<file path="src/hdl/mid_regs.svh">
// Purpose: constants of the miscellaneous instruction decoder
// Assumes: included by bare name from design files
// Notes: register offsets index the plain register port
`ifndef MID_REGS_SVH
`define MID_REGS_SVH

// ====================================================================
// opcodes, one 10-bit program word each
`define MID_OP_CARRIER_LOAD 10'h2A9
`define MID_OP_NOP 10'h000
`define MID_OP_POWER_OFF 10'h002
`define MID_OP_POWER_OFF_ARM 10'h05B
`define MID_OP_PD_SKIP 10'h003
`define MID_OP_WD_RESTART 10'h2A0
`define MID_OP_SCRATCH_READ 10'h278
`define MID_OP_SCRATCH_WRITE 10'h238
`define MID_OP_CLKCTL_READ 10'h252
`define MID_OP_CLKCTL_WRITE 10'h216
`define MID_OP_BANK_SET 10'h041
`define MID_OP_BANK_CLEAR 10'h040

// ====================================================================
// register offsets
`define MID_REG_STATUS 4'h0
`define MID_REG_SCRATCH 4'h1
`define MID_REG_CLKCTL 4'h2
`define MID_REG_CARRIER 4'h3
`define MID_REG_BANK 4'h4

// ====================================================================
// status field positions
`define MID_ST_BANK 0
`define MID_ST_ARMED 1
`define MID_ST_SKIP 2
`define MID_ST_PDFLAG 3
`define MID_ST_WDF 4
`define MID_ST_WEF 5

// ====================================================================
// reset values
`define MID_RST_SCRATCH 8'h00
`define MID_RST_CLKCTL 4'h0
`define MID_RST_CARRIER 2'h0
`define MID_RST_BANK 1'b0
`define MID_RST_WDF 1'b0
`define MID_RST_WEF 1'b0

`endif

</file>
<file path="src/hdl/mid_pkg.sv">
// Purpose: shared types of the miscellaneous instruction decoder
// Assumes: nothing
// Notes: op codes are one-hot so each decode term is one bit
package mid_pkg;

  // ==================================================================
  // decoded operation
  typedef enum logic [12:0] {
    MID_OP_NONE     = 13'h0001,
    MID_OP_CARLOAD  = 13'h0002,
    MID_OP_NOP      = 13'h0004,
    MID_OP_POFF     = 13'h0008,
    MID_OP_ARM      = 13'h0010,
    MID_OP_PDSKIP   = 13'h0020,
    MID_OP_WDRST    = 13'h0040,
    MID_OP_SIREAD   = 13'h0080,
    MID_OP_SIWRITE  = 13'h0100,
    MID_OP_CKREAD   = 13'h0200,
    MID_OP_CKWRITE  = 13'h0400,
    MID_OP_BKSET    = 13'h0800,
    MID_OP_BKCLR    = 13'h1000
  } mid_op_e;

  // ==================================================================
  // power-off arming sequence
  typedef enum logic [1:0] {
    MID_ARM_IDLE  = 2'b01,
    MID_ARM_READY = 2'b10
  } mid_arm_e;

  typedef logic [3:0] mid_nib_t;
  typedef logic [9:0] mid_word_t;

endpackage : mid_pkg

</file>
<file path="src/hdl/mid_cfg_if.sv">
// Purpose: carries configuration updates to the holding registers
// Assumes: single clock
// Notes: ctl drives update strobes, regs returns the held values
`timescale 1ns/1ps
interface mid_cfg_if;
  logic siWr;
  logic [7:0] siD;
  logic ckWr;
  logic [3:0] ckD;
  logic carWr;
  logic [1:0] carD;
  logic bankWr;
  logic bankD;
  logic [7:0] si;
  logic [3:0] ck;
  logic [1:0] car;
  logic bank;

  modport ctl (
    output siWr, siD, ckWr, ckD, carWr, carD, bankWr, bankD,
    input si, ck, car, bank
  );
  modport regs (
    input siWr, siD, ckWr, ckD, carWr, carD, bankWr, bankD,
    output si, ck, car, bank
  );
endinterface : mid_cfg_if

</file>
<file path="src/hdl/mid_cfgregs.sv">
// Purpose: holds scratch, clock control, carrier control and bank bit
// Assumes: at most one update per field per cycle, merged upstream
// Notes: all values are flip-flop outputs
`timescale 1ns/1ps
module mid_cfgregs (
  input wire logic clk,
  input wire logic rst,
  mid_cfg_if.regs cfg
);
`include "mid_regs.svh"

  logic [7:0] si_q, si_d;
  logic [3:0] ck_q, ck_d;
  logic [1:0] car_q, car_d;
  logic bank_q, bank_d;

  always_comb begin
    si_d = cfg.siWr ? cfg.siD : si_q;
    ck_d = cfg.ckWr ? cfg.ckD : ck_q;
    car_d = cfg.carWr ? cfg.carD : car_q;
    bank_d = cfg.bankWr ? cfg.bankD : bank_q;
  end

  always_ff @(posedge clk) begin
    if (rst) begin
      si_q <= `MID_RST_SCRATCH;
      ck_q <= `MID_RST_CLKCTL;
      car_q <= `MID_RST_CARRIER;
      bank_q <= `MID_RST_BANK;
    end else begin
      si_q <= si_d;
      ck_q <= ck_d;
      car_q <= car_d;
      bank_q <= bank_d;
    end
  end

  assign cfg.si = si_q;
  assign cfg.ck = ck_q;
  assign cfg.car = car_q;
  assign cfg.bank = bank_q;

endmodule : mid_cfgregs

</file>
<file path="src/hdl/mid_decoder.sv">
// Purpose: decodes and executes carrier, power, watchdog, scratch,
//   clock-control and bank instructions of a 4-bit core
// Assumes: one instruction word per cycle when instrValid is high;
//   register port per plain address/strobe protocol
// Notes: accumulator results leave one cycle after the instruction
//
// Implementation choices: the register addresses and the plain strobed port.
`timescale 1ns/1ps
module mid_decoder
  import mid_pkg::*;
(
  input wire logic clk,
  input wire logic rst,
  input wire logic instrValid,
  input wire mid_pkg::mid_word_t instrWord,
  input wire mid_pkg::mid_nib_t accA,
  input wire mid_pkg::mid_nib_t accB,
  input wire logic powerdownFlag,
  input wire logic wdTimeoutEvt,
  input wire logic [5:0] tablePageLow,
  output logic pcAdvance,
  output logic accWr,
  output mid_pkg::mid_nib_t accANew,
  output mid_pkg::mid_nib_t accBNew,
  output logic skipNext,
  output logic backupEnter,
  output logic wdRestart,
  output logic [1:0] carrierCtl,
  output mid_pkg::mid_nib_t clockCtl,
  output logic [6:0] tablePage,
  output logic watchdogTimeoutFlag,
  output logic watchdogEnableFlag,
  input wire logic [3:0] regAddr,
  input wire logic [7:0] regWrData,
  input wire logic regWr,
  input wire logic regRd,
  output logic [7:0] regRdData
);
  import mid_pkg::*;
`include "mid_regs.svh"

  // ==================================================================
  // helpers
  function automatic logic [7:0] pack_ab(input logic [3:0] hi,
                                         input logic [3:0] lo);
    pack_ab = {hi, lo};
  endfunction : pack_ab

  function automatic logic hit(input logic [3:0] a, input logic [3:0] o);
    hit = (a == o);
  endfunction : hit

  // ==================================================================
  // decode
  mid_op_e op;
  logic exec;
  mid_arm_e arm_q, arm_d;
  logic skipPend_q, skipPend_d;
  logic backup_q, backup_d;

  // a word that arrives while a skip is pending is consumed, not run
  assign exec = instrValid && !skipPend_q;

  mid_opdec u_opdec (
    .valid(exec),
    .word(instrWord),
    .op(op)
  );

  mid_cfg_if cfg ();

  mid_cfgregs u_cfgregs (
    .clk(clk),
    .rst(rst),
    .cfg(cfg)
  );

  // ==================================================================
  // sequencing state: arming and skip
  always_comb begin
    arm_d = arm_q;
    skipPend_d = skipPend_q;
    backup_d = 1'b0;
    if (instrValid) begin
      // any word, skipped or run, ends a pending skip
      skipPend_d = 1'b0;
      case (arm_q)
        MID_ARM_IDLE: begin
          if (op == MID_OP_ARM) begin
            arm_d = MID_ARM_READY;
          end
        end
        MID_ARM_READY: begin
          // arming covers only the very next word
          arm_d = (op == MID_OP_ARM) ? MID_ARM_READY : MID_ARM_IDLE;
          if (op == MID_OP_POFF) begin
            backup_d = 1'b1;
          end
        end
        default: arm_d = MID_ARM_IDLE;
      endcase
      // flag is only sampled here, never written back
      if (op == MID_OP_PDSKIP && powerdownFlag) begin
        skipPend_d = 1'b1;
      end
    end
  end

  always_ff @(posedge clk) begin
    if (rst) begin
      arm_q <= MID_ARM_IDLE;
      skipPend_q <= 1'b0;
      backup_q <= 1'b0;
    end else begin
      arm_q <= arm_d;
      skipPend_q <= skipPend_d;
      backup_q <= backup_d;
    end
  end

  assign skipNext = skipPend_q;
  assign backupEnter = backup_q;

  // every word of this group is one word: advance by one
  assign pcAdvance = instrValid;

  // ==================================================================
  // accumulator results
  logic accWr_q, accWr_d;
  logic [3:0] accA_q, accA_d;
  logic [3:0] accB_q, accB_d;

  always_comb begin
    accWr_d = 1'b0;
    accA_d = accA_q;
    accB_d = accB_q;
    case (op)
      MID_OP_SIREAD: begin
        accWr_d = 1'b1;
        accB_d = cfg.si[7:4];
        accA_d = cfg.si[3:0];
      end
      MID_OP_CKREAD: begin
        accWr_d = 1'b1;
        accA_d = cfg.ck;
        accB_d = accB;
      end
      default: begin
        accWr_d = 1'b0;
      end
    endcase
  end

  always_ff @(posedge clk) begin
    if (rst) begin
      accWr_q <= 1'b0;
      accA_q <= 4'h0;
      accB_q <= 4'h0;
    end else begin
      accWr_q <= accWr_d;
      accA_q <= accA_d;
      accB_q <= accB_d;
    end
  end

  assign accWr = accWr_q;
  assign accANew = accA_q;
  assign accBNew = accB_q;

  // ==================================================================
  // watchdog flags
  logic wdf_q, wdf_d;
  logic wef_q, wef_d;
  logic wdRst_q, wdRst_d;
  logic swWr;

  assign swWr = regWr && hit(regAddr, `MID_REG_STATUS);

  always_comb begin
    wdf_d = wdf_q;
    wef_d = wef_q;
    wdRst_d = 1'b0;
    // software may clear the enable flag through the status register
    if (swWr && !regWrData[`MID_ST_WEF]) begin
      wef_d = 1'b0;
    end
    if (swWr && regWrData[`MID_ST_WDF]) begin
      wdf_d = 1'b0;
    end
    if (op == MID_OP_WDRST) begin
      wdf_d = 1'b0;
      wef_d = 1'b1;
      wdRst_d = 1'b1;
    end
    // a timeout in the cycle of a clear is kept
    if (wdTimeoutEvt) begin
      wdf_d = 1'b1;
    end
  end

  always_ff @(posedge clk) begin
    if (rst) begin
      wdf_q <= `MID_RST_WDF;
      wef_q <= `MID_RST_WEF;
      wdRst_q <= 1'b0;
    end else begin
      wdf_q <= wdf_d;
      wef_q <= wef_d;
      wdRst_q <= wdRst_d;
    end
  end

  assign watchdogTimeoutFlag = wdf_q;
  assign watchdogEnableFlag = wef_q;
  assign wdRestart = wdRst_q;

  // ==================================================================
  // configuration updates; an instruction beats software in one cycle
  always_comb begin
    cfg.siWr = 1'b0;
    cfg.siD = cfg.si;
    cfg.ckWr = 1'b0;
    cfg.ckD = cfg.ck;
    cfg.carWr = 1'b0;
    cfg.carD = cfg.car;
    cfg.bankWr = 1'b0;
    cfg.bankD = cfg.bank;
    if (regWr) begin
      case (regAddr)
        `MID_REG_SCRATCH: begin
          cfg.siWr = 1'b1;
          cfg.siD = regWrData;
        end
        `MID_REG_CLKCTL: begin
          cfg.ckWr = 1'b1;
          cfg.ckD = regWrData[3:0];
        end
        `MID_REG_CARRIER: begin
          cfg.carWr = 1'b1;
          cfg.carD = regWrData[1:0];
        end
        `MID_REG_BANK: begin
          cfg.bankWr = 1'b1;
          cfg.bankD = regWrData[0];
        end
        default: begin
          cfg.siWr = 1'b0;
        end
      endcase
    end
    case (op)
      MID_OP_CARLOAD: begin
        cfg.carWr = 1'b1;
        cfg.carD = accA[1:0];
      end
      MID_OP_SIWRITE: begin
        cfg.siWr = 1'b1;
        cfg.siD = pack_ab(accB, accA);
      end
      MID_OP_CKWRITE: begin
        cfg.ckWr = 1'b1;
        cfg.ckD = accA;
      end
      MID_OP_BKSET: begin
        cfg.bankWr = 1'b1;
        cfg.bankD = 1'b1;
      end
      MID_OP_BKCLR: begin
        cfg.bankWr = 1'b1;
        cfg.bankD = 1'b0;
      end
      default: begin
        cfg.bankWr = cfg.bankWr;
      end
    endcase
  end

  assign carrierCtl = cfg.car;
  assign clockCtl = cfg.ck;

  // the bank bit reaches the paged table reference and the register read port
  assign tablePage = {cfg.bank, tablePageLow};

  // ==================================================================
  // register read port, data one cycle after the strobe
  logic [7:0] rd_q, rd_d;
  logic [7:0] status;

  always_comb begin
    status = 8'h00;
    status[`MID_ST_BANK] = cfg.bank;
    status[`MID_ST_ARMED] = (arm_q == MID_ARM_READY);
    status[`MID_ST_SKIP] = skipPend_q;
    status[`MID_ST_PDFLAG] = powerdownFlag;
    status[`MID_ST_WDF] = wdf_q;
    status[`MID_ST_WEF] = wef_q;
    rd_d = 8'h00;
    if (regRd) begin
      case (regAddr)
        `MID_REG_STATUS: rd_d = status;
        `MID_REG_SCRATCH: rd_d = cfg.si;
        `MID_REG_CLKCTL: rd_d = {4'h0, cfg.ck};
        `MID_REG_CARRIER: rd_d = {6'h00, cfg.car};
        `MID_REG_BANK: rd_d = {7'h00, cfg.bank};
        default: rd_d = 8'h00;
      endcase
    end
  end

  always_ff @(posedge clk) begin
    if (rst) begin
      rd_q <= 8'h00;
    end else begin
      rd_q <= rd_d;
    end
  end

  assign regRdData = rd_q;

endmodule : mid_decoder

</file>
<file path="src/hdl/mid_opdec.sv">
// Purpose: classifies one program word into a decoded operation
// Assumes: word is only meaningful while valid is high
// Notes: purely combinational
`timescale 1ns/1ps
module mid_opdec
  import mid_pkg::*;
(
  input wire logic valid,
  input wire mid_pkg::mid_word_t word,
  output mid_pkg::mid_op_e op
);
`include "mid_regs.svh"

  always_comb begin
    op = MID_OP_NONE;
    if (valid) begin
      case (word)
        `MID_OP_CARRIER_LOAD: op = MID_OP_CARLOAD;
        `MID_OP_NOP: op = MID_OP_NOP;
        `MID_OP_POWER_OFF: op = MID_OP_POFF;
        `MID_OP_POWER_OFF_ARM: op = MID_OP_ARM;
        `MID_OP_PD_SKIP: op = MID_OP_PDSKIP;
        `MID_OP_WD_RESTART: op = MID_OP_WDRST;
        `MID_OP_SCRATCH_READ: op = MID_OP_SIREAD;
        `MID_OP_SCRATCH_WRITE: op = MID_OP_SIWRITE;
        `MID_OP_CLKCTL_READ: op = MID_OP_CKREAD;
        `MID_OP_CLKCTL_WRITE: op = MID_OP_CKWRITE;
        `MID_OP_BANK_SET: op = MID_OP_BKSET;
        `MID_OP_BANK_CLEAR: op = MID_OP_BKCLR;
        default: op = MID_OP_NONE;
      endcase
    end
  end

endmodule : mid_opdec

</file>
<file path="config.mk">
export PLATFORM = sky130hd
export DESIGN_NAME = mid_decoder
export DESIGN_NICKNAME = d
export VERILOG_FILES = /design/src/hdl/mid_pkg.sv /design/src/hdl/mid_cfg_if.sv /design/src/hdl/mid_cfgregs.sv /design/src/hdl/mid_decoder.sv /design/src/hdl/mid_opdec.sv
export VERILOG_INCLUDE_DIRS = /design/src /design/src/hdl
export SDC_FILE = /design/constraint.sdc
export NUM_CORES = 1
export LEC_CHECK = 0
export BUFFER_PORTS_ARGS = -buffer_cell sky130_fd_sc_hd__buf_2
export CAP_MARGIN = 20
export CORE_MARGIN = 2
export CORE_UTILIZATION = 52
export CTS_CLUSTER_SIZE = 12
export DETAILED_ROUTE_END_ITERATION = 10
export PLACE_DENSITY = 0.95
export SYNTH_ARGS = -nofsm -noshare
export SYNTH_HDL_FRONTEND = slang
export SYNTH_SLANG_ARGS = --single-unit
</file>
<file path="constraint.sdc">
create_clock -name clk -period 2.1 [get_ports clk]
set_input_delay 0.105 -clock clk [delete_from_list [all_inputs] [get_ports clk]]
set_output_delay 0.105 -clock clk [all_outputs]
set_load 0.1 [all_outputs]
</file>
# Word-level counts from Yosys, hierarchy flattened
# Cells that the tools add are included.
[word_totals] ff_bits=39 elab_cells=116
[classes] n_reduce_logical=29 bitwise_logic=3 n_eq_ne=29 n_mux=41
[ops] op="one-hot mux 13 bit (12 select lines)" n=1
[ops] op="== test 10 bit, second input constant" n=6
[ops] op="one-hot mux 8 bit (5 select lines)" n=1
[ops] op="== test 10 x 7 -> 1 bit, second input constant" n=3
[ops] op="2-to-1 mux 8 bit" n=3
[ops] op="2-to-1 mux 1 bit" n=23
[ops] op="== test 10 x 2 -> 1 bit, second input constant" n=2
[ops] op="one-hot mux 4 bit (2 select lines)" n=2
[ops] op="nonzero test 2 bit" n=8
[ops] op="== test 13 x 10 -> 1 bit, second input constant" n=1
[ops] op="== test 13 x 11 -> 1 bit, second input constant" n=1
[ops] op="== test 13 x 12 -> 1 bit, second input constant" n=1
[ops] op="== test 13 bit, second input constant" n=1
[ops] op="== test 13 x 2 -> 1 bit, second input constant" n=1
[ops] op="== test 13 x 4 -> 1 bit, second input constant" n=1
[ops] op="== test 13 x 5 -> 1 bit, second input constant" n=1
[ops] op="== test 13 x 6 -> 1 bit, second input constant" n=1
[ops] op="== test 13 x 7 -> 1 bit, second input constant" n=1
[ops] op="== test 13 x 8 -> 1 bit, second input constant" n=1
[ops] op="== test 13 x 9 -> 1 bit, second input constant" n=1
[ops] op="2-to-1 mux 13 bit" n=1
[ops] op="2-to-1 mux 4 bit" n=3
[ops] op="AND reduction 3 bit" n=4
[ops] op="logical NOT 10 bit" n=1
[ops] op="17 further kinds" n=33

# Logic depth before layout (Yosys ltp)
# Gate-level depths: netlist (run 1).
[depth] depth_word=7 mapped_depth=6

# By module
# From an unflattened synthesis (run 1), not the netlist that was laid out.
[unflattened] hier_cells=305 area_unflattened_um2=2528.7
[modules_own_cells] mod="mid_decoder" instances=1 cells_per_inst=204 area_per_inst_um2=1682.9
[modules_own_cells] mod="mid_cfgregs" instances=1 cells_per_inst=48 area_per_inst_um2=530.5
[modules_own_cells] mod="mid_opdec" instances=1 cells_per_inst=53 area_per_inst_um2=315.3

# Worst setup path after synthesis (run 1)
# Ideal clock, no wire load.
[synth_path] path_type="reg2reg" startpoint="register skipPend_q, in the netlist skipNext" endpoint="register accB_q[0], in the netlist accBNew[0]" n_path_buf=1 path_slack_ps=24 path_stages_with_launch=6 setup_ps=133 arrival_time_ps=1943 cell_sequence="dfxtp_1 -> and4bb_4 -> nand4_1 -> buf_2 -> mux2i_1 -> a211oi_2"
[synth_between] elab_chain_len=5 word_cells_on_any_way=7 classes_between="eq/ne (2); mux (2); reduce/logical (3)"
[synth_lines] item="start: declaration" line_no="mid_decoder.sv:58" rtl="logic skipPend_q, skipPend_d;"
[synth_lines] item="start signal: assignment" line_no="mid_decoder.sv:116" rtl="skipPend_q <= skipPend_d;"
[synth_lines] item="logical NOT 1 bit *" line_no="mid_decoder.sv:62" rtl="assign exec = instrValid && !skipPend_q;"
[synth_lines] item="logical AND 1 bit *" line_no="mid_decoder.sv:62"
[synth_lines] item="2-to-1 mux 13 bit *" line_no="mid_opdec.sv:16" rtl="if (valid) begin"
[synth_lines] item="== test 13 x 10 -> 1 bit or == test 13 x 8 -> 1 bit (tied branches)" line_no="mid_decoder.sv:137" rtl="case (op)"
[synth_lines] item="one-hot mux 4 bit (2 select lines) or nonzero test 2 bit (tied branches)"
[synth_lines] item="end signal: assignment" line_no="mid_decoder.sv:158" rtl="accB_q <= 4'h0;"
[synth_lines] item="end signal: assignment" line_no="mid_decoder.sv:162" rtl="accB_q <= accB_d;"
[synth_lines] item="end: declaration" line_no="mid_decoder.sv:131" rtl="logic [3:0] accB_q, accB_d;"
# Every way passes the cells marked *; elsewhere a longest branch is shown, timed or not.
# A chain may end at the register's enable or synchronous reset.

# Worst setup path in the final report (run 1)
# Ends and elaborated chain as after synthesis.

==> results.cfg, run 1 <==
[synth]
yosys.cell_count.top_type = dfxtp_1
ys_seq_area_frac = 0.384
synth_area_sq_um = 2030
synth_warnings = 0
yosysUniqueCellTypes = 45
synth.top_cell.area_share = 0.384
synth_area_leaders = dfxtp_1 (38%), mux2i_1 (11%), a211oi_1 (7.8%)
yosys.area.top_type = dfxtp_1
synth.avg_cell_area_sq_um = 9.15
synthCells = 222
syn_nets = 267
ys.flop_type = dfxtp_1
synth_common_cells = dfxtp_1 (39), nor2_1 (34), mux2i_1 (22)
synth-seq-cells = 39
async_reset_ff_frac = 0
synth_edf_count = 0

[timing]
setup_viol = 0
worst_pin_slew_ns = 0.641
max_freq_mhz = 586
hold_viol = 0
slew_headroom = 0.573
finalCritPeriodShare = 0.812
slew_viol_final = 0
final.min_clock_period_ns = 1.71
finalSetupTns_ns = 0
rsz0062_at_grt = no
hold_slack_ns = 0.0228
fin_worst_skew_ns = 0.00507

[flow_run]
max-cap-violations = 0

[power]
p_per_area_nw_per_um2 = 614
combPwrFrac = 0.113
irDropWorstVdd_uv = 276
p_leak_nw = 1.12
power_switching_uw = 384
p_int_mw = 1.10
swShare = 0.258
p_clk_frac = 0.383
sequentialPowerShare = 0.504

[floorplanning]
die_w_um = 66.5
io_pins = 79
die_h_um = 66.5
rows = 22
die_area_sq_um = 4420
start_util = 0.546
design.core.area_sq_um = 3720

[cts]
clk_pin_slew_worst_paths_ns = 0.07
post_cts_buffers = 0
numCtsBuffers = 5
hold_buffers = 0
clock_latency_ns = 0.30
root_buffer = clkbuf_8
htree_levels = 2
cts.sink_count = 39
cts_resized = 0
cts_tree = built
clockBufferDepth = 2

[run_status]
outcome = finished clean

[drt]
drt_iter0_drc = 145
vias = 1904
drc_errors = 0
dr.pass1.iters = 4
wl_um = 5070
ant_nets = 0
wl_met3_um = 431
wl_met1_um = 2100
wl_met2_um = 2480
via_per_inst = 5.86
drt-wirelength-per-cell_um = 15.6
routed.top_layer = met4

[placed_design]
gp_congestion = 0.880
portBuffers = 66
hpwl_um = 3710

[global_routing]
antenna_found_initial = 0
grt_overflow = 0
grtUsageTotal = 0.244
grt_max_degree = 36
grt_pass1_vias = 1785
grt_pass1_wl_um = 8120

[final_layout]
syn2layout_area_growth_pct = 19.1
n_antenna_cell = 0
fin_util = 0.651
drive_above_1_share = 0.307
nets = 321

[min_path]
hold_class = in -> reg

[setup_path]
cp-end-kind = register
worstPathRequired_ns = 2.26
crit_fanout = 17
critPathArrivalTime_ns = 1.86
start_kind = register
crit_type = reg -> reg
## per-stage QoR
stage          total power, mW  instance area, sq um  setup WS (ns)  instances
3_3_place_gp             0.929                  2310          0.508        317
4_1_cts                   1.49                  2420          0.400        325
6_report                  1.49                  2420          0.394        325
3_5_place_dp             0.933                  2310          0.429        317
5_1_grt                   1.53                  2420          0.273        325
2_1_floorplan            0.919                  2030         0.0237        222
## power groups by stage
stage | sequential (mW) | combinational (mW) | clock [mW]
after floorplan | 0.789 | 0.130 | 0
after global placement | 0.766 | 0.163 | 0
after detailed placement | 0.766 | 0.166 | 0
after CTS | 0.749 | 0.167 | 0.578
after global routing | 0.750 | 0.180 | 0.603
final | 0.749 | 0.168 | 0.569
## final cells by class
| type | count | area, sq um |
|---|---|---|
| fill | 321 | 1300 |
| multi-input combinational | 157 | 1110 |
| sequential | 39 | 781 |
| timing repair buffer | 69 | 353 |
| clock buffer | 7 | 96.3 |
| tap | 48 | 60.1 |
| inverter | 4 | 15.0 |
| clock inverter | 1 | 7.51 |
## metal layers
layer  track usage  up-vias
met2         0.409       90
met5             0        -
met4        0.0893        0
met3        0.0541        5
met1         0.307      891
li1              -      918
## state kept, by name, indices dropped and copies added (netlist names)
register             flops
accANew                  4
accBNew                  4
accWr                    1
arm_q                    2
backupEnter              1
regRdData                8
skipNext                 1
u_cfgregs.cfg.bank       1
u_cfgregs.cfg.car        2
u_cfgregs.cfg.ck         4
u_cfgregs.cfg.si         8
watchdogEnableFlag       1
watchdogTimeoutFlag      1
wdRestart                1
## placed cells by master, fill, tap and decap left out, types with 2 or more instances in the layout
cell      synthesis  routed
o21ai_0           2       2
clkbuf_8          0       7
nand4b_1          2       2
nor3b_1           2       2
and3b_1           2       2
a21oi_1          11      11
mux2i_1          22      22
o22ai_1           3       3
nand4_1           4       4
buf_2             6      66
nor4b_1           2       2
nor3_1            2       2
and3_1            3       3
dfxtp_1          39      39
nor2b_1           5       5
nand3_1          12      12
nand2_1           4       4
o31ai_1           2       2
a211oi_1         21      21
inv_1             4       4
ha_1              2       2
nor4bb_1          2       2
nor4b_4           2       2
nor2_1           34      34
buf_4             8       3
## worst max-delay path, stage by stage, from the launching register on
cell and delay (ns):
dfxtp_1 0.37, nor4b_4 0.40, nand4b_2 0.46, nor2_1 0.27, a211oi_2 0.06
## worst paths after layout
kind                            from            endpoint  slack (ns)  cells past startpoint
hold / removal            regAddr[3]        regRdData[0]        0.02                      2
setup reg to reg            skipNext          accBNew[0]        0.39                      4
setup / recovery            skipNext          accBNew[0]        0.39                      4
hold reg to reg   watchdogEnableFlag  watchdogEnableFlag        0.51                      2
## cell families (layout without fill, tap and decap cells)
| kind of cell | after synthesis | count (layout) | share of synthesized area |
|---|---|---|---|
| AND/OR/NAND/NOR | 90 | 90 | 0.274 |
| multiplexers | 23 | 23 | 0.120 |
| adder cells (fa/ha/maj) | 2 | 2 | 0.0123 |
| AO/OA/AOI/OAI | 42 | 42 | 0.139 |
| buffers and inverters | 26 | 81 | 0.0709 |
| flip-flops | 39 | 39 | 0.384 |
(Power assumes the default switching activity.)
==> run 2: changes to the inputs <==
--- a/config.mk
+++ b/config.mk
@@ -9,10 +9,10 @@
 export BUFFER_PORTS_ARGS = -buffer_cell sky130_fd_sc_hd__buf_2
 export CAP_MARGIN = 20
 export CORE_MARGIN = 2
-export CORE_UTILIZATION = 52
+export CORE_UTILIZATION = 48
 export CTS_CLUSTER_SIZE = 12
 export DETAILED_ROUTE_END_ITERATION = 10
-export PLACE_DENSITY = 0.95
+export PLACE_DENSITY = 0.9
 export SYNTH_ARGS = -nofsm -noshare
 export SYNTH_HDL_FRONTEND = slang
 export SYNTH_SLANG_ARGS = --single-unit
==> constraint.sdc (replaced) <==
create_clock -name clk -period 1.7 [get_ports clk]
set_input_delay 0.085 -clock clk [delete_from_list [all_inputs] [get_ports clk]]
set_output_delay 0.085 -clock clk [all_outputs]
set_load 0.1 [all_outputs]
==> run 2 against run 1 <==
Global-route usage is 2.1 points lower; power increased by 34%; fmax up 16%; critical path type unchanged; critical endpoint is now accANew[1].
==> results.cfg, run 2 (synthesis results as in run 1) <==
[run_status]
outcome = finished clean

[timing]
slew_headroom = 0.663
final.min_clock_period_ns = 1.47
worst_pin_slew_ns = 0.509
finalSetupTns_ns = 0
worst_slack_ns = 0.231
rsz0062_at_grt = no
slew_viol_final = 0
finalCritPeriodShare = 0.864
max_freq_mhz = 681
setup_viol = 0
fin_worst_skew_ns = 0.00920
hold_viol = 0

[setup_path]
r2r_end = accANew[1]
crit_path_start = skipNext
worstPathRequired_ns = 1.90
reg2reg_slack_ns = 0.23
crit_type = reg -> reg
r2r_cells = 5
cp-endpoint = accANew[1]
crit_fanout = 9
start_kind = register
reg2reg_from = skipNext
cp-end-kind = register
critPathArrivalTime_ns = 1.67

[floorplanning]
design.core.area_sq_um = 4030
io_pins = 79
die_h_um = 69.0
die_w_um = 69.0
start_util = 0.504
die_area_sq_um = 4770
rows = 23

[drt]
drt-wirelength-per-cell_um = 15.4
via_per_inst = 5.82
vias = 1928
drc_errors = 0
drt_iter0_drc = 117
dr.pass1.iters = 4
wl_um = 5110
ant_nets = 0

[placed_design]
hpwl_um = 3790
portBuffers = 66
gp_congestion = 0.864
pre_cts_slack_ns = 0.280

[global_routing]
grt_max_degree = 35
grt_pass1_wl_um = 8750
grt_pass1_vias = 1867
grtUsageTotal = 0.223
grt_overflow = 0
antenna_found_initial = 0

[cts]
clock_latency_ns = 0.29
hold_buffers = 0
htree_levels = 2
clk_pin_slew_worst_paths_ns = 0.08
cts.sink_count = 39
numCtsBuffers = 5
cts_tree = built
root_buffer = clkbuf_8
clockBufferDepth = 2
cts_resized = 0
post_cts_buffers = 0

[final_layout]
drive_above_1_share = 0.317
n_antenna_cell = 0
final_common_cell = buf_2
nets = 325
syn2layout_area_growth_pct = 22.1
mostFrequentLayoutCells = buf_2 (66), dfxtp_1 (38), nor2_1 (34), mux2i_1 (22), a211oi_1 (21)

[power]
irDropWorstVdd_uv = 406
p_per_area_nw_per_um2 = 801
p_leak_nw = 1.15

[min_path]
hold_class = in -> reg

[flow_run]
max-cap-violations = 0
==> run 2: cell types whose count changed in the layout (fill, tap and decap cells not counted) <==
cell,delta
clkbuf_1,+1
clkbuf_8,-2
dfxtp_4,+1
clkbuf_16,+1
bufinv_16,+1
dfxtp_1,-1
clkinvlp_4,-1
buf_4,+4
==> run 2: metal layers <==
metal	GRT usage	vias to the layer above	wire (um)
met1	0.268	907	2120
met3	0.0585	13	378
met2	0.380	81	2490
met4	0.0850	0	121
li1	-	927	-
met5	0	-	0
==> run 2: area by class of cell <==
cell class / instances / area, sq um
inverter: 4 / 15.0
tap: 50 / 62.6
clock inverter: 1 / 30.0
timing repair buffer: 73 / 383
sequential: 39 / 785
clock buffer: 7 / 97.6
fill: 370 / 1550
multi-input combinational: 157 / 1110
==> run 2: where the power goes <==
group	leakage (nW)	total (mW)	internal (mW)	switching, mW
Sequential	0.315	0.924	0.918	0.00546
Clock	0.0636	0.850	0.527	0.322
Combinational	0.772	0.212	0.0746	0.137
Total	1.15	1.99	1.52	0.465
==> run 2: worst max-delay path, stage by stage (launching register included) <==
cell	delay [ns]
dfxtp_4	0.37
and4bb_4	0.33
nand4_1	0.08
buf_4	0.20
mux2i_1	0.13
a211oi_1	0.27
==> run 2: per-stage QoR <==
stage | power, mW | hold slack (ns) | utilization | area [sq um] | cells
after floorplan | 1.13 | 0.162 | - | 2030 | 222
after global placement | 1.15 | 0.171 | 0.584 | 2350 | 323
after detailed placement | 1.15 | 0.171 | 0.584 | 2350 | 323
after CTS | 1.99 | 0.00234 | 0.615 | 2480 | 331
after global routing | 2.05 | 0.0185 | 0.615 | 2480 | 331
final | 1.99 | 0.0118 | 0.615 | 2480 | 331
==> run 2: worst min path at each step <==
| stage | endpoint | start | slack (ns) | depth (start not counted) |
|---|---|---|---|---|
| 2_1_floorplan | regRdData[0] | regAddr[3] | 0.16 | 1 |
| 4_1_cts | watchdogTimeoutFlag | wdTimeoutEvt | 0.002 | 3 |
| 3_5_place_dp | tablePage[2] | tablePageLow[2] | 0.17 | 0 |
| 3_3_place_gp | tablePage[2] | tablePageLow[2] | 0.17 | 0 |
| 6_report | watchdogTimeoutFlag | wdTimeoutEvt | 0.01 | 3 |
| 5_1_grt | regRdData[0] | regAddr[3] | 0.02 | 2 |
==> run 3: changes to the inputs <==
--- a/config.mk
+++ b/config.mk
@@ -6,13 +6,15 @@
 export SDC_FILE = /design/constraint.sdc
 export NUM_CORES = 1
 export LEC_CHECK = 0
+export ABC_AREA = 1
 export BUFFER_PORTS_ARGS = -buffer_cell sky130_fd_sc_hd__buf_2
 export CAP_MARGIN = 20
 export CORE_MARGIN = 2
-export CORE_UTILIZATION = 48
+export CORE_UTILIZATION = 51
 export CTS_CLUSTER_SIZE = 12
 export DETAILED_ROUTE_END_ITERATION = 10
 export PLACE_DENSITY = 0.9
+export SKIP_CTS_REPAIR_TIMING = 1
 export SYNTH_ARGS = -nofsm -noshare
 export SYNTH_HDL_FRONTEND = slang
 export SYNTH_SLANG_ARGS = --single-unit
==> run 3 against run 2 <==
Sequential share of layout area decreased by 4.0 points; clock power fell by 7.3%; utilization grew 2.7 points; synthesized cell count is 66% higher; global-route usage is 1.5 points higher; combinational power is 22% higher; die area rose by 8.9%; design area rose by 14%; power is 0.48% lower; hold slack better by 0.0048 ns; clock-buffer cell count shrank 2; via count up 32%.
==> results.cfg, run 3 <==
[timing]
finalCritPeriodShare = 0.930
max_freq_mhz = 633
fin_worst_skew_ns = 0.00550
finalSetupTns_ns = 0
setup_viol = 0
slew_headroom = 0.674
worst_pin_slew_ns = 0.492
slew_viol_final = 0
rsz0062_at_grt = no
final.min_clock_period_ns = 1.58
hold_viol = 0

[cts]
cts_tree = built
clock_latency_ns = 0.29
root_buffer = clkbuf_8
numCtsBuffers = 5
cts.sink_count = 39
htree_levels = 2
clockBufferDepth = 2
clk_pin_slew_worst_paths_ns = 0.08

[synth]
yosys.area.top_type = dfxtp_1
async_reset_ff_frac = 0
synth_area_sq_um = 2360
yosysUniqueCellTypes = 33
synth.avg_cell_area_sq_um = 6.42
ys.flop_type = dfxtp_1
synth-seq-cells = 39
synthCells = 368
ys_seq_area_frac = 0.331
synth_common_cells = nand2_1 (84), inv_1 (57), nor2_1 (51)
yosys.cell_count.top_type = nand2_1
synth.top_cell.area_share = 0.331
synth_edf_count = 0
syn_nets = 413
synth_area_leaders = dfxtp_1 (33%), nand2_1 (13%), inv_1 (9.1%)
synth_warnings = 0

[global_routing]
antenna_found_initial = 0
grt_pass1_wl_um = 9690
grt_pass1_vias = 2240
grtUsageTotal = 0.238
grt_max_degree = 29
grt_overflow = 0

[placed_design]
portBuffers = 66
hpwl_um = 4710
gp_congestion = 1.04

[final_layout]
mostFrequentLayoutCells = nand2_1 (84), buf_2 (66), inv_1 (57), nor2_1 (51), dfxtp_1 (38)
syn2layout_area_growth_pct = 20.0
n_antenna_cell = 0
fillers = 386
final_common_cell = nand2_1
drive_above_1_share = 0.273
nets = 480

[floorplanning]
rows = 24
die_h_um = 72.1
start_util = 0.535
die_w_um = 72.1
io_pins = 79
design.core.area_sq_um = 4410
die_area_sq_um = 5190

[setup_path]
crit_fanout = 8
critPathArrivalTime_ns = 1.75
worstPathRequired_ns = 1.87
cp-end-kind = register
reg2reg_slack_ns = 0.12
crit_type = reg -> reg
reg2reg_from = skipNext
start_kind = register
crit_path_start = skipNext

[drt]
drc_errors = 0
dr.pass1.iters = 5
wl_um = 6100
ant_nets = 0
drt_iter0_drc = 178
drt-wirelength-per-cell_um = 12.5
via_per_inst = 5.21
vias = 2541

[power]
irDropWorstVdd_uv = 352
p_per_area_nw_per_um2 = 697
totalPowerFinal_mw = 1.98
p_leak_nw = 1.38

[flow_run]
max-cap-violations = 0

[min_path]
hold_start = wdTimeoutEvt
hold_class = in -> reg

[run_status]
outcome = finished clean
## run 3: worst paths after layout
path / end / depth (start not counted)
setup / recovery: u_cfgregs.cfg.car[0] / 7
hold / removal: watchdogTimeoutFlag / 3
setup reg to reg: u_cfgregs.cfg.car[0] / 7
hold reg to reg: accBNew[3] / 2
## run 3: where the power goes
group / total, mW / switching [mW] / internal, mW / leakage, nW
sequential: 0.930 / 0.00756 / 0.922 / 0.316
clock: 0.788 / 0.351 / 0.437 / 0.0581
combinational: 0.258 / 0.178 / 0.0799 / 1.01
## run 3: layout make-up
| type | count | area, sq um | share of cell area |
|---|---|---|---|
| inverters | 66 | 248 | 0.0874 |
| flip-flops and latches | 39 | 785 | 0.277 |
| multi-input cells | 249 | 1230 | 0.435 |
| well taps | 52 | 65.1 | 0.0230 |
| repair buffers | 74 | 390 | 0.138 |
| clock inverters | 3 | 43.8 | 0.0155 |
| clock buffers | 5 | 68.8 | 0.0243 |
## run 3: routing by layer
layer  track usage  part of all wire  vias up
met5             0                 0        -
met4         0.101             0.021        0
met3        0.0403             0.085       16
met2         0.403              0.47      122
met1         0.298              0.42     1118
li1              -                 -     1285
## run 3: critical path: stages, from the launching register on
cell and delay [ns]:
dfxtp_4 0.37, nor2_2 0.20, buf_4 0.21, nand4_1 0.21, o21ai_0 0.22, inv_1 0.10
nand2_1 0.08, a21oi_1 0.06
## run 3: cell families (layout without fill, tap and decap cells)
family,count (synthesis),after routing,share of synthesized area
DFF,39,39,0.331
muxes,2,2,0.00953
adders and majority gates,2,2,0.0106
and+or+nand+nor,189,189,0.361
AOI/OAI and AO/OA,56,56,0.141
buffers and inverters,80,148,0.147
## run 3: per-stage QoR
step                      setup slack (ns)   util  cell area [sq um]  std cells  hold slack, ns
final                                0.120  0.642               2830        488          0.0166
after global routing                0.0206  0.642               2830        488          0.0330
after CTS                            0.145  0.642               2830        488          0.0239
after detailed placement            0.0459  0.616               2720        480           0.171
after global placement              0.0926  0.616               2720        480           0.171
after floorplan                      0.127      -               2370        368           0.203
